### src/design/rlc_pkg.sv
/*
  Package for the retimer link control register bank: register offsets, field positions,
  reset values, codes, timing counts and the packed structs that carry lane settings.
  Assumes a 40 MHz system clock and an upstream control-bus slave that presents byte-wide
  register writes and reads by register offset.
*/
package rlc_pkg;

  localparam logic [7:0] REG_MISC_EQ_MODE = 8'h0A;
  localparam logic [7:0] REG_TMDS_OUT     = 8'h0B;
  localparam logic [7:0] REG_SWING_DEEMPH = 8'h0C;

  // 0x0A fields
  localparam int BIT_APP_MODE   = 7;
  localparam int BIT_HPD_BLOCK  = 6;
  localparam int BIT_EQ_ADAPT   = 5;
  localparam int BIT_EQ_ON      = 4;
  localparam int BIT_AUX_ON     = 3;
  localparam int BIT_COMMIT     = 2;
  localparam int LSB_FUNC_MODE  = 0;
  // 0x0B fields
  localparam int LSB_SLEW       = 6;
  localparam int BIT_LINK_DVI   = 5;
  localparam int LSB_TERM       = 3;
  localparam int BIT_RATIO      = 1;
  localparam int BIT_TRAIN_OFF  = 0;
  // 0x0C fields
  localparam int LSB_DSWING     = 5;
  localparam int LSB_CSWING     = 2;
  localparam int LSB_DEEMPH     = 0;

  localparam logic [7:0] MASK_0B = 8'hFB;

  localparam logic       RST_APP_MODE  = 1'b0;
  localparam logic       RST_HPD_BLOCK = 1'b0;
  localparam logic       RST_EQ_ADAPT  = 1'b1;
  localparam logic       RST_EQ_ON     = 1'b1;
  localparam logic       RST_AUX_ON    = 1'b1;
  localparam logic [1:0] RST_FUNC_MODE = 2'h1;
  localparam logic [1:0] RST_SLEW      = 2'h0;
  localparam logic       RST_LINK_DVI  = 1'b0;
  localparam logic [1:0] RST_TERM      = 2'h0;
  localparam logic       RST_RATIO     = 1'b0;
  localparam logic       RST_TRAIN_OFF = 1'b0;
  localparam logic [2:0] RST_SWING     = 3'h0;
  localparam logic [1:0] RST_DEEMPH    = 2'h0;

  // snooped control-channel target
  localparam logic [6:0] SNOOP_ADDR7   = 7'h54; // 0xA8 write address, 7-bit form
  localparam logic [7:0] SNOOP_OFFSET  = 8'h20;
  localparam int         SNOOP_BIT     = 1;

  // equalizer start points, in dB
  localparam logic [4:0] EQ_START_SRC  = 5'h07;
  localparam logic [4:0] EQ_START_SINK = 5'h0D;

  localparam int CLK_HZ        = 40_000_000;
  localparam int HPD_LOW_US    = 2000;
  localparam int HPD_LOW_CYC   = (CLK_HZ / 1_000_000) * HPD_LOW_US + 1;
  localparam int HPD_CNT_W     = 17;

  typedef enum logic [1:0] {
    RLC_FM_REDRIVE, RLC_FM_AUTO_CROSS, RLC_FM_AUTO_V20, RLC_FM_RETIME
  } rlc_func_mode_t;

  typedef struct packed {
    logic [1:0] slew;
    logic       link_dvi;
    logic [1:0] term;
    logic [2:0] data_swing;
    logic [2:0] clk_swing;
    logic [1:0] deemph;
    logic       eq_adapt;
    logic       eq_on;
  } rlc_lane_cfg_t;

  typedef struct packed {
    logic       wr;
    logic       rd;
    logic [7:0] addr;
    logic [7:0] wdata;
  } rlc_reg_req_t;

  typedef struct packed {
    logic       start;
    logic       byte_valid;
    logic [7:0] data;
  } rlc_snoop_t;

  localparam int SNOOP_IDLE = 0;

endpackage

### src/design/rlc_regs.sv
/*
  Retimer link control register bank (offsets 0x0A..0x0C): holds pending and applied lane
  settings, hot-plug gating, function mode and the snooped clock-ratio flag.
  Assumes the control-bus slave delivers one-cycle write/read strobes with register offset,
  and the source-side bus monitor delivers start and received bytes as one-cycle events.
*/
module rlc_regs
  import rlc_pkg::*;
(
  // clock, reset, enable
  input  wire logic                    clk_in,
  input  wire logic                    rst_n_in,
  input  wire logic                    clk_en_in,
  // register access
  input  wire rlc_pkg::rlc_reg_req_t   reg_req_in,
  output logic [7:0]                   reg_rdata_out,
  // straps and hardware updates
  input  wire logic                    i2c_config_sel_in,
  input  wire logic                    forced_power_down_in,
  input  wire logic                    output_enable_in,
  input  wire logic [1:0]              slew_strap_in,
  input  wire logic                    link_dvi_strap_in,
  input  wire logic [1:0]              term_strap_in,
  input  wire logic                    aux_hw_update_in,
  input  wire logic                    aux_hw_value_in,
  // hot-plug
  input  wire logic                    sink_hotplug_input_in,
  output logic                         source_hotplug_output_out,
  // source-side control bus snoop
  input  wire rlc_pkg::rlc_snoop_t     source_side_control_bus_in,
  // lane controls
  output rlc_pkg::rlc_lane_cfg_t       lane_cfg_out,
  output logic [4:0]                   eq_start_db_out,
  output logic                         aux_bridge_on_out,
  output logic [1:0]                   redrive_retime_select_out,
  output logic                         clock_ratio_flag_out,
  output logic                         control_channel_training_off_out,
  output logic                         mode_commit_out
);
  import rlc_pkg::*;

  logic [1:0] rst_sync_q;
  wire        rst_n = rst_sync_q[1];

  always_ff @(posedge clk_in or negedge rst_n_in) begin
    if (!rst_n_in) rst_sync_q <= 2'h0;
    else rst_sync_q <= {rst_sync_q[0], 1'b1};
  end

  // software-visible fields, plus the applied lane settings and the strap-taken flag
  logic           app_mode_q, hpd_block_q, aux_on_q, train_off_q, ratio_q;
  logic [1:0]     func_mode_q;
  rlc_lane_cfg_t  pend_q, applied_q;
  logic           strap_taken_q;

  wire wr_0a = reg_req_in.wr && reg_req_in.addr == REG_MISC_EQ_MODE;
  wire wr_0b = reg_req_in.wr && reg_req_in.addr == REG_TMDS_OUT;
  wire wr_0c = reg_req_in.wr && reg_req_in.addr == REG_SWING_DEEMPH;
  wire [7:0] wd = reg_req_in.wdata;
  wire sw_ok = i2c_config_sel_in;

  wire commit_wr = wr_0a && wd[BIT_COMMIT];
  // while idle, pending settings flow straight through
  wire idle_link = !output_enable_in || !sink_hotplug_input_in || forced_power_down_in;

  rlc_lane_cfg_t pend_d;
  always_comb begin
    pend_d = pend_q;
    if (!sw_ok) begin
      pend_d.slew     = slew_strap_in;
      pend_d.link_dvi = link_dvi_strap_in;
      pend_d.term     = term_strap_in;
    end
    if (wr_0a && sw_ok) pend_d.eq_adapt = wd[BIT_EQ_ADAPT];
    if (wr_0a) pend_d.eq_on = wd[BIT_EQ_ON];
    if (wr_0b && sw_ok) begin
      pend_d.slew     = wd[LSB_SLEW +: 2];
      pend_d.link_dvi = wd[BIT_LINK_DVI];
      pend_d.term     = wd[LSB_TERM +: 2];
    end
    if (wr_0c) begin
      pend_d.data_swing = wd[LSB_DSWING +: 3];
      // codes 110 and 111 are stored as written; the analog side treats both as -14%
      pend_d.clk_swing  = wd[LSB_CSWING +: 3];
      pend_d.deemph     = wd[LSB_DEEMPH +: 2];
    end
  end

  // hot-plug low timer for the ratio flag
  logic [HPD_CNT_W-1:0] hpd_low_cnt_q;
  wire hpd_low_expired = hpd_low_cnt_q == HPD_CNT_W'(HPD_LOW_CYC);

  // snoop tracker: address byte, offset byte, then data byte
  typedef enum {SN_IDLE, SN_ADDR, SN_OFFS, SN_DATA, SN_SKIP} rlc_snoop_st_t;
  rlc_snoop_st_t sn_q, sn_d;
  wire sn_byte = source_side_control_bus_in.byte_valid;
  wire [7:0] sn_data = source_side_control_bus_in.data;
  wire sn_hit = sn_q == SN_DATA && sn_byte;

  always_comb begin
    sn_d = sn_q;
    case (sn_q)
      SN_IDLE: if (sn_byte) sn_d = SN_SKIP;
      SN_ADDR: if (sn_byte) sn_d = (sn_data == {SNOOP_ADDR7, 1'b0}) ? SN_OFFS : SN_SKIP;
      SN_OFFS: if (sn_byte) sn_d = (sn_data == SNOOP_OFFSET) ? SN_DATA : SN_SKIP;
      SN_DATA: if (sn_byte) sn_d = SN_SKIP;
      SN_SKIP: sn_d = SN_SKIP;
      default: sn_d = SN_IDLE;
    endcase
    if (source_side_control_bus_in.start) sn_d = SN_ADDR;
  end

  logic ratio_d;
  always_comb begin
    ratio_d = ratio_q;
    if (hpd_low_expired) ratio_d = RST_RATIO;
    // a snooped write landing with the unplug clear wins that cycle
    if (sn_hit) ratio_d = sn_data[SNOOP_BIT];
    if (train_off_q) ratio_d = 1'b1;
  end

  // function mode change commits on a power-down or hot-plug toggle
  logic pd_prev_q, hpd_prev_q;
  // first cycle after reset only loads the previous levels, so no false toggle
  wire mode_commit_d = strap_taken_q && ((pd_prev_q != forced_power_down_in)
                     || (hpd_prev_q != sink_hotplug_input_in));

  always_ff @(posedge clk_in or negedge rst_n) begin
    if (!rst_n) begin
      app_mode_q    <= RST_APP_MODE;
      hpd_block_q   <= RST_HPD_BLOCK;
      aux_on_q      <= RST_AUX_ON;
      func_mode_q   <= RST_FUNC_MODE;
      train_off_q   <= RST_TRAIN_OFF;
      ratio_q       <= RST_RATIO;
      pend_q        <= '{RST_SLEW, RST_LINK_DVI, RST_TERM, RST_SWING, RST_SWING,
                         RST_DEEMPH, RST_EQ_ADAPT, RST_EQ_ON};
      strap_taken_q <= 1'b0;
      sn_q          <= SN_IDLE;
      hpd_low_cnt_q <= '0;
      pd_prev_q     <= 1'b0;
      hpd_prev_q    <= 1'b0;
    end else if (clk_en_in) begin
      strap_taken_q <= 1'b1;
      pend_q        <= pend_d;
      if (wr_0a) begin
        app_mode_q  <= wd[BIT_APP_MODE];
        hpd_block_q <= wd[BIT_HPD_BLOCK];
        aux_on_q    <= wd[BIT_AUX_ON];
        func_mode_q <= wd[LSB_FUNC_MODE +: 2];
      end else if (aux_hw_update_in) begin
        aux_on_q    <= aux_hw_value_in;
      end
      if (wr_0b) train_off_q <= wd[BIT_TRAIN_OFF];
      ratio_q       <= ratio_d;
      sn_q          <= sn_d;
      if (sink_hotplug_input_in) hpd_low_cnt_q <= '0;
      else if (!hpd_low_expired) hpd_low_cnt_q <= hpd_low_cnt_q + 1'b1;
      pd_prev_q     <= forced_power_down_in;
      hpd_prev_q    <= sink_hotplug_input_in;
    end
  end

  // applied lane settings, plus registered outputs
  always_ff @(posedge clk_in or negedge rst_n) begin
    if (!rst_n) begin
      applied_q                        <= '{RST_SLEW, RST_LINK_DVI, RST_TERM, RST_SWING,
                                            RST_SWING, RST_DEEMPH, RST_EQ_ADAPT, RST_EQ_ON};
      lane_cfg_out                     <= '{RST_SLEW, RST_LINK_DVI, RST_TERM, RST_SWING,
                                            RST_SWING, RST_DEEMPH, RST_EQ_ADAPT, RST_EQ_ON};
      source_hotplug_output_out        <= 1'b0;
      eq_start_db_out                  <= EQ_START_SRC;
      aux_bridge_on_out                <= RST_AUX_ON;
      redrive_retime_select_out        <= RST_FUNC_MODE;
      clock_ratio_flag_out             <= RST_RATIO;
      control_channel_training_off_out <= RST_TRAIN_OFF;
      mode_commit_out                  <= 1'b0;
      reg_rdata_out                    <= 8'h00;
    end else if (clk_en_in) begin
      if (commit_wr || idle_link || !strap_taken_q)
        applied_q <= pend_d;
      lane_cfg_out                     <= applied_q;
      source_hotplug_output_out        <= sink_hotplug_input_in && !hpd_block_q;
      eq_start_db_out                  <= app_mode_q ? EQ_START_SINK : EQ_START_SRC;
      aux_bridge_on_out                <= aux_on_q;
      if (mode_commit_d) redrive_retime_select_out <= func_mode_q;
      clock_ratio_flag_out             <= ratio_q;
      control_channel_training_off_out <= train_off_q;
      mode_commit_out                  <= mode_commit_d;
      if (reg_req_in.rd) begin
        case (reg_req_in.addr)
          // commit bit always reads as zero
          REG_MISC_EQ_MODE: reg_rdata_out <= {app_mode_q, hpd_block_q, pend_q.eq_adapt,
                                              pend_q.eq_on, aux_on_q, 1'b0,
                                              func_mode_q};
          REG_TMDS_OUT:     reg_rdata_out <= {pend_q.slew, pend_q.link_dvi, pend_q.term,
                                              1'b0, ratio_q, train_off_q} & MASK_0B;
          REG_SWING_DEEMPH: reg_rdata_out <= {pend_q.data_swing, pend_q.clk_swing,
                                              pend_q.deemph};
          default:          reg_rdata_out <= 8'h00;
        endcase
      end
    end
  end

endmodule
### config.mk
export PLATFORM = sky130hd
export DESIGN_NAME = rlc_regs
export DESIGN_NICKNAME = d
export VERILOG_FILES = /design/src/design/rlc_pkg.sv /design/src/design/rlc_regs.sv
export SDC_FILE = /design/constraint.sdc
export NUM_CORES = 1
export LEC_CHECK = 0
export BUFFER_PORTS_ARGS = -buffer_cell sky130_fd_sc_hd__buf_2
export CORE_UTILIZATION = 43
export CTS_BUF_LIST = sky130_fd_sc_hd__clkbuf_16
export DETAILED_ROUTE_END_ITERATION = 8
export PLACE_DENSITY = 0.65
export SYNTH_ARGS = -nofsm -noshare
export SYNTH_HDL_FRONTEND = slang
export SYNTH_SLANG_ARGS = --single-unit
### constraint.sdc
create_clock -name clk_in -period 3.3 [get_ports clk_in]
set_clock_uncertainty 0.05 [all_clocks]
set_input_delay 0.99 -clock clk_in [delete_from_list [all_inputs] [get_ports clk_in]]
set_output_delay 0.99 -clock clk_in [all_outputs]
set_load 0.01 [all_outputs]
==> results.env, run 1 <==
CLOCK_SINKS=94
POST_SYNTH_MAIN_AREA_CONTRIBUTORS='sky130_fd_sc_hd__dfrtp_1 (44%), sky130_fd_sc_hd__mux2_1 (7.7%), sky130_fd_sc_hd__dfstp_2 (6.2%)'
DIE_AREA_MM2=0.0113
CLOCK_TREE_FROM_TRITONCTS='done'
WORST_SLEW_PIN_SLEW_NS=0.547
KIND_OF_CELL_ADDING_THE_MOST_DELAY_TO_THE_CRITICAL_PATH='simple AND/OR/NAND/NOR gates'
TIMING.FINAL.SETUP_VIOLATIONS=0
CRITICAL-PATH-MAX-STAGE-DELAY_NS=0.59
OVERFLOW=0
CTS-BUFFERS-INSERTED=9
CTS.HOLD.BUFFERS_ADDED=0
YS_SEQ_ELEMENTS=94
INSERTEDDIODECOUNT=0
MOSTFREQUENTLAYOUTCELLS='sky130_fd_sc_hd__dfrtp_1 (82), sky130_fd_sc_hd__buf_2 (73), sky130_fd_sc_hd__nand2_1 (32), sky130_fd_sc_hd__mux2_1 (32), sky130_fd_sc_hd__mux2_2 (21)'
GR-USAGE-ALL-LAYERS_PCT=20.5
FINAL_COMMON_CELL='sky130_fd_sc_hd__dfrtp_1'
DIE_H_UM=106
SYNTHARSTFLOPSHARE_PCT=100
CRIT_CHAIN='buf_2, or4b_4, nor3_4, nand2_1, mux2_1'
CRITPATHARRIVALTIME_NS=2.64
NETLIST_INSTANCES=417
MAX_FREQ_MHz=405
CORE_AREA_MM2=0.0105
HOLDCRITPATHCLASS='reg2async'
CLKLATENCYLATEPIN_NS=0.34
FINAL_HOLD_VIOL_COUNT=0
NETLIST_AREA_MM2=0.00469
SYNTH_ENABLE_FLOP_CELLS=0
DESIGN.PORTCOUNT=77
TIMING.CRITICAL_PATH.BUF_INV=1
VIA_COUNT=3618
SYNTH_CELL_TYPES=67
GRT_FIRST_PASS_WIRELENGTH_UM=18000
WORST_SETUP_PATH_END_KIND='flop'
POST_CTS.RESIZED_INSTANCES=0
DRV_CAP=0
CTSROOTBUFFERMASTER='sky130_fd_sc_hd__clkbuf_16'
DIE_WIDTH_UM=106
TIMING.SLEW.HEADROOM_PCT=63.0
POSTROUTEWIRELENGTH_UM=10800
POWERDENSITY_mW_PER_MM2=489
TIMING.SETUP.TNS_NS=0
STATUS='finished, final reports clean'
FINALCRITICALPERIOD_NS=2.47
WL_PER_CELL_UM=17.2
ANTENNA_VIOLATIONS_BEFORE_REPAIR=0
WORST_EP_REQUIRED_TIME_NS=3.47
TIMING.CRITICAL_PATH.SLOWEST_STAGE_CELL='sky130_fd_sc_hd__or4b_4'
RSZ0062_AT_GRT='no'
LAYOUT-AREA-OVERHEAD-VS-SYNTH_PCT=17.0
CRITICAL_PATH.MAX_FANOUT=6
VIAS_PER_CELL=5.75
DRT_DRC_VIOLATIONS_LEFT=0
PORTBUFFERS=73
PLACED_AREA_MM2=0.00520
CTS.REPAIR_TIMING.SETUP_BUFFER_COUNT=0
POST-ROUTE-PERIOD-UTIL_PCT=74.9
YS.WARNINGS.COUNT=0
FLOORPLAN.ROWS=37
VDD_IR_DROP_MAX_mV=0.275
CTS.REPORTEDPATHS.CLKPINSLEW_NS=0.06
DRT-INITIAL-DRC-COUNT=206
POST-SYNTH-TOP-AREA-CELL='sky130_fd_sc_hd__dfrtp_1'
SYNTH_AREA_PER_CELL_UM2=11.3
GRT_START_MAX_NET_PINS=45
CTS.HTREE.LEVELS=3
FINAL_LAYOUT_SIZE_SUFFIX_GT1_SHARE_PCT=29.2
HALF_PERIMETER_WIRE_LENGTH_AFTER_DETAILED_PLACEMENT_UM=8010
NET_COUNT_FINAL=532
POWER_LEAKAGE_nW=2.59
DRV_SLEW=0
WORST-R2R-SETUP-SLACK_NS=1.43
ROUTABILITYCONGESTION=0.868
ANTENNA_LEFT=0
SYNTH_LARGEST_TYPE_AREA_FRACTION_PCT=44.2
INITIAL_CORE_UTIL_PCT=44.9
DRT_PRE_ANTENNA_ITERS=5
CRIT_PATH_START_KIND='input port'
SYNTH.YOSYS.SEQ_AREA_SHARE_PCT=50.4
YS_FLOP_TYPE='sky130_fd_sc_hd__dfrtp_1'
CRITICAL_PATH_CLASS='in2reg'
CLOCK_TREE.BUFFER_DEPTH=2
GRT_PASS1_VIAS=3458
STDCELL_AREA_MM2=0.00549
layer usage:
metal / up-vias / track usage (%) / share of wire, %
met5: - / 0 / 0
met1: 1805 / 29.1 / 47
met4: 0 / 6.46 / 1.1
met3: 10 / 3.86 / 4.9
met2: 115 / 31.7 / 47
li1: 1688 / - / -
cell usage after synthesis (3+ instances only):
library cell,number
sky130_fd_sc_hd__nor3_1,6
sky130_fd_sc_hd__nand2b_1,3
sky130_fd_sc_hd__nand3_1,18
sky130_fd_sc_hd__nor4_1,4
sky130_fd_sc_hd__dfrtp_1,83
sky130_fd_sc_hd__o21ai_0,6
sky130_fd_sc_hd__o41ai_1,3
sky130_fd_sc_hd__mux2_1,32
sky130_fd_sc_hd__a21oi_1,17
sky130_fd_sc_hd__mux2i_1,10
sky130_fd_sc_hd__nand2_1,32
sky130_fd_sc_hd__o211ai_1,7
sky130_fd_sc_hd__mux2_2,21
sky130_fd_sc_hd__mux2_4,8
sky130_fd_sc_hd__a311oi_1,3
sky130_fd_sc_hd__and3_1,4
sky130_fd_sc_hd__clkbuf_1,14
sky130_fd_sc_hd__nand4_1,8
sky130_fd_sc_hd__nor2_1,19
sky130_fd_sc_hd__dfstp_2,11
sky130_fd_sc_hd__or2_1,3
sky130_fd_sc_hd__or4_1,9
sky130_fd_sc_hd__o21ai_1,15
sky130_fd_sc_hd__buf_4,4
sky130_fd_sc_hd__a31oi_1,4
sky130_fd_sc_hd__o2bb2ai_1,6
sky130_fd_sc_hd__inv_1,13
cells by family (layout without fill, tap and decap cells):
logic type	count (synthesis)	after routing	share of synthesized area (%)
other cells	2	4	0.160
fa+ha+maj	2	2	0.533
xor+xnor	2	2	0.373
mux	71	71	17.4
simple gates	125	125	15.7
compound gates	84	84	12.0
flops	94	94	50.4
buf+inv	37	111	3.49
power by group:
group | internal (W) | leakage (nW) | switching (W) | total, W
registers | 0.00125 | 1.19 | 0.0000970 | 0.00134
clock network | 0.000582 | 0.140 | 0.000439 | 0.00102
logic | 0.000146 | 1.25 | 0.000173 | 0.000320
through the flow:
step           instances  power [W]  hold slack, ns  setup slack (ns)  utilization (%)
2_1_floorplan        419    0.00155           0.281             0.457                -
3_3_place_gp         613    0.00167           0.287             0.485             49.7
3_5_place_dp         613    0.00169           0.286             0.470             49.7
4_1_cts              629    0.00271           0.292             0.819             52.5
5_1_grt              629    0.00281           0.304             0.737             52.5
6_report             629    0.00268           0.273             0.828             52.5
sequential cells by signal, indices dropped and copies added (netlist names), 2 cells and up:
signal / count
reg_rdata_out: 8
applied_q: 15
sn_q: 3
func_mode_q: 2
hpd_low_cnt_q: 17
eq_start_db_out: 2
lane_cfg_out: 15
pend_q: 15
redrive_retime_select_out: 2
rst_sync_q: 2
path summary, 6_finish.rpt:
check / start / to / cells after the start
max: reg_req_in[12] / app_mode_q$_DFFE_PN0P_ / 5
min: rst_sync_q[1]$_DFF_PN0_ / sn_q[1]$_DFFE_PN0P_ / 0
max reg2reg: hpd_low_cnt_q[6]$_DFFE_PN0P_ / hpd_low_cnt_q[14]$_DFFE_PN0P_ / 4
min reg2reg: rst_sync_q[1]$_DFF_PN0_ / sn_q[1]$_DFFE_PN0P_ / 0
max in group asynchronous: rst_sync_q[1]$_DFF_PN0_ / redrive_retime_select_out[0]$_DFFE_PN1P_ / 1
min in group clk_in: rst_sync_q[0]$_DFF_PN0_ / rst_sync_q[1]$_DFF_PN0_ / 0
area by class of cell:
cell class	instances	area (um^2)
fill	966	4970
multi-input combinational	288	2170
timing repair buffer	80	430
clock buffer	9	225
clock inverter	7	66.3
inverter	15	56.3
sequential	94	2370
tap	136	170
worst register-to-register path, cell delays in order (launching register included):
cell and delay [ns]:
sky130_fd_sc_hd__dfrtp_1 0.49, sky130_fd_sc_hd__and4_1 0.31, sky130_fd_sc_hd__nand4_1 0.28, sky130_fd_sc_hd__or4_1 0.58, sky130_fd_sc_hd__nand3_1 0.09
No activity file was read; power rests on OpenSTA's default activity.
==> run 2, diff against run 1 <==
Settings changed: ABC_AREA set to 1, PLACE_DENSITY 0.65 to 0.67.
Clock period 3.3 ns to 2.25 ns, I/O delays scaled along.
==> results.env, run 2 <==
PORTBUFFERS=73
DRT-INITIAL-DRC-COUNT=233
DRV_SLEW=0
CTS-BUFFERS-INSERTED=9
SYNTH_LARGEST_TYPE_AREA_FRACTION_PCT=42.4
GR-USAGE-ALL-LAYERS_PCT=21.4
FINAL_HOLD_VIOL_COUNT=0
CTS.HOLD.BUFFERS_ADDED=0
DRT_DRC_VIOLATIONS_LEFT=0
GRT_PASS1_VIAS=4114
CLOCK_TREE.BUFFER_DEPTH=2
CORE_AREA_MM2=0.0110
ROUTABILITYCONGESTION=0.899
VIA_COUNT=4370
HALF_PERIMETER_WIRE_LENGTH_AFTER_DETAILED_PLACEMENT_UM=8570
INITIAL_CORE_UTIL_PCT=44.6
FLOORPLAN.ROWS=38
SYNTH_TOP_CELLS_BY_COUNT='sky130_fd_sc_hd__nand2_1 (312), sky130_fd_sc_hd__dfrtp_1 (83), sky130_fd_sc_hd__nand3_1 (67)'
FILLER_CELL_COUNT=1059
GRT_START_MAX_NET_PINS=41
POST-ROUTE-PERIOD-UTIL_PCT=77.1
SYNTH_AREA_PER_CELL_UM2=7.50
ANTENNA_VIOLATIONS_BEFORE_REPAIR=0
CRITPATHARRIVALTIME_NS=1.91
MAX_FREQ_MHz=576
HOLDCRITPATHCLASS='in2async'
POWER_LEAKAGE_nW=3.08
STATUS='finished, final reports clean'
SYNTH_CELL_TYPES=35
WORST_SLEW_PIN_SLEW_NS=0.501
DIE_H_UM=109
CTS.HTREE.LEVELS=3
PRECTSSETUPSLACK_NS=0.297
MOSTFREQUENTLAYOUTCELLS='sky130_fd_sc_hd__nand2_1 (312), sky130_fd_sc_hd__dfrtp_1 (82), sky130_fd_sc_hd__buf_2 (73)'
POST_CTS.RESIZED_INSTANCES=0
RSZ0062_AT_GRT='no'
LAYOUT-AREA-OVERHEAD-VS-SYNTH_PCT=16.5
TIMING.SLEW.HEADROOM_PCT=66.3
FINAL_COMMON_CELL='sky130_fd_sc_hd__nand2_1'
HOLDWS_NS=0.0531
SYNTH_ENABLE_FLOP_CELLS=0
DRT_PRE_ANTENNA_ITERS=5
YS_FLOP_TYPE='sky130_fd_sc_hd__dfrtp_1'
TIMING.FINAL.SETUP_VIOLATIONS=0
DESIGN.PORTCOUNT=77
SLACK_OF_THE_CRITICAL_PATH_NS=0.514
SYNTH.YOSYS.SEQ_AREA_SHARE_PCT=48.3
CLOCK_SINKS=94
LARGEST_REG_FLOPS=17
TIMING.SETUP.TNS_NS=0
SYNTHARSTFLOPSHARE_PCT=100
MAX_FLOP_REGISTER='hpd_low_cnt_q'
DIE_WIDTH_UM=109
FINALCRITICALPERIOD_NS=1.74
SYNTH.MOST_COMMON_CELL='sky130_fd_sc_hd__nand2_1'
POWERDENSITY_mW_PER_MM2=675
DIE_AREA_MM2=0.0118
POST-SYNTH-TOP-AREA-CELL='sky130_fd_sc_hd__dfrtp_1'
CTS.REPAIR_TIMING.SETUP_BUFFER_COUNT=0
VIAS_PER_CELL=5.01
WL_PER_CELL_UM=13.1
VDD_IR_DROP_MAX_mV=0.439
NETLIST_INSTANCES=653
NET_COUNT_FINAL=772
WORST_EP_REQUIRED_TIME_NS=2.43
POST_SYNTH_MAIN_AREA_CONTRIBUTORS='sky130_fd_sc_hd__dfrtp_1 (42%), sky130_fd_sc_hd__nand2_1 (24%), sky130_fd_sc_hd__nand3_1 (6.8%)'
GRT_FIRST_PASS_WIRELENGTH_UM=19800
POSTROUTEWIRELENGTH_UM=11500
CRITICAL_PATH_CLASS='reg2reg'
NETLIST_AREA_MM2=0.00490
WORST_SETUP_PATH_END_KIND='flop'
CLKLATENCYLATEPIN_NS=0.34
YS.WARNINGS.COUNT=0
DRV_CAP=0
CLOCK_TREE_FROM_TRITONCTS='done'
CTSROOTBUFFERMASTER='sky130_fd_sc_hd__clkbuf_16'
CTS.REPORTEDPATHS.CLKPINSLEW_NS=0.07
INSERTEDDIODECOUNT=0
CRITICAL_PATH.MAX_FANOUT=15
YS_SEQ_ELEMENTS=94
CRIT_PATH_START_KIND='flop'
FINAL_LAYOUT_SIZE_SUFFIX_GT1_SHARE_PCT=19.4
ANTENNA_LEFT=0
OVERFLOW=0
-- run 2: cell types whose count changed after synthesis, sizes merged, moves of 12 or more --
cell,previous run,this run
nand2,32,320
nand3,18,67
inv,15,34
nor2,19,49
mux2,61,5
buf,8,20
a21oi,18,2
-- run 2: report_power, final --
| part | internal (W) | switching (W) |
|---|---|---|
| sequential | 0.00181 | 0.0000986 |
| combinational | 0.000164 | 0.000268 |
| clock | 0.000856 | 0.000653 |
| total | 0.00283 | 0.00102 |
-- run 2: worst paths after layout --
check | from | endpoint | slack [ns] | depth (start not counted)
worst max-delay path | hpd_low_cnt_q[1]$_DFFE_PN0P_ | hpd_low_cnt_q[4]$_DFFE_PN0P_ | 0.51 | 11
worst min register to register | rst_sync_q[1]$_DFF_PN0_ | applied_q[10]$_DFFE_PN0P_ | 0.26 | 0
min in group clk_in | rst_sync_q[0]$_DFF_PN0_ | rst_sync_q[1]$_DFF_PN0_ | 0.30 | 0
max in group asynchronous | rst_sync_q[1]$_DFF_PN0_ | func_mode_q[0]$_DFFE_PN1P_ | 1.19 | 1
worst max register to register | hpd_low_cnt_q[1]$_DFFE_PN0P_ | hpd_low_cnt_q[4]$_DFFE_PN0P_ | 0.51 | 11
worst min-delay path | rst_n_in | rst_sync_q[1]$_DFF_PN0_ | 0.05 | 1
-- run 2: per-stage QoR --
step	utilization (%)	cell area (um^2)	total power, W	instances
after floorplan	-	4910	0.00220	655
after global placement	49.3	5420	0.00237	857
after detailed placement	49.3	5420	0.00238	857
after CTS	52.0	5710	0.00389	873
after global routing	52.0	5710	0.00405	873
final	52.0	5710	0.00385	873
-- run 2: cells by family after synthesis --
group | after synthesis | share of synthesized area [%]
adders and majority gates | 2 | 0.511
muxes | 5 | 1.15
and+or+nand+nor | 458 | 39.8
buffers and inverters | 61 | 5.95
other | 2 | 0.153
DFF | 94 | 48.3
xor gates and xnor gates | 7 | 1.25
AOI/OAI and AO/OA | 24 | 2.91
-- run 2: cell type report --
cell class / count / area (um^2) / share of cell area [%]
tap: 140 / 175 / 3.07
clock buffer: 9 / 225 / 3.95
sequential: 94 / 2370 / 41.5
timing repair buffer: 88 / 490 / 8.59
clock inverter: 7 / 66.3 / 1.16
multi-input combinational: 500 / 2250 / 39.4
inverter: 35 / 131 / 2.30
-- run 2: per-layer routing --
metal  vias to the layer above  track usage, %  part of all wire (%)
met1                      2062            30.2                    48
met5                         -               0                     0
met3                        14            4.60                   5.0
li1                       2197               -                     -
met2                        97            33.0                    45
met4                         0            6.76                   1.7
-- run 2: critical path: stages, from the launching register on --
cell and delay [ns]:
sky130_fd_sc_hd__dfrtp_1 0.43, sky130_fd_sc_hd__inv_1 0.08, sky130_fd_sc_hd__ha_1 0.14, sky130_fd_sc_hd__nand2_1 0.05, sky130_fd_sc_hd__inv_1 0.05, sky130_fd_sc_hd__nand2_1 0.04, sky130_fd_sc_hd__nor2_1 0.12, sky130_fd_sc_hd__nand2_2 0.12
sky130_fd_sc_hd__nand2_4 0.17, sky130_fd_sc_hd__nand2_2 0.19, sky130_fd_sc_hd__nand2_1 0.12, sky130_fd_sc_hd__o21ai_2 0.05
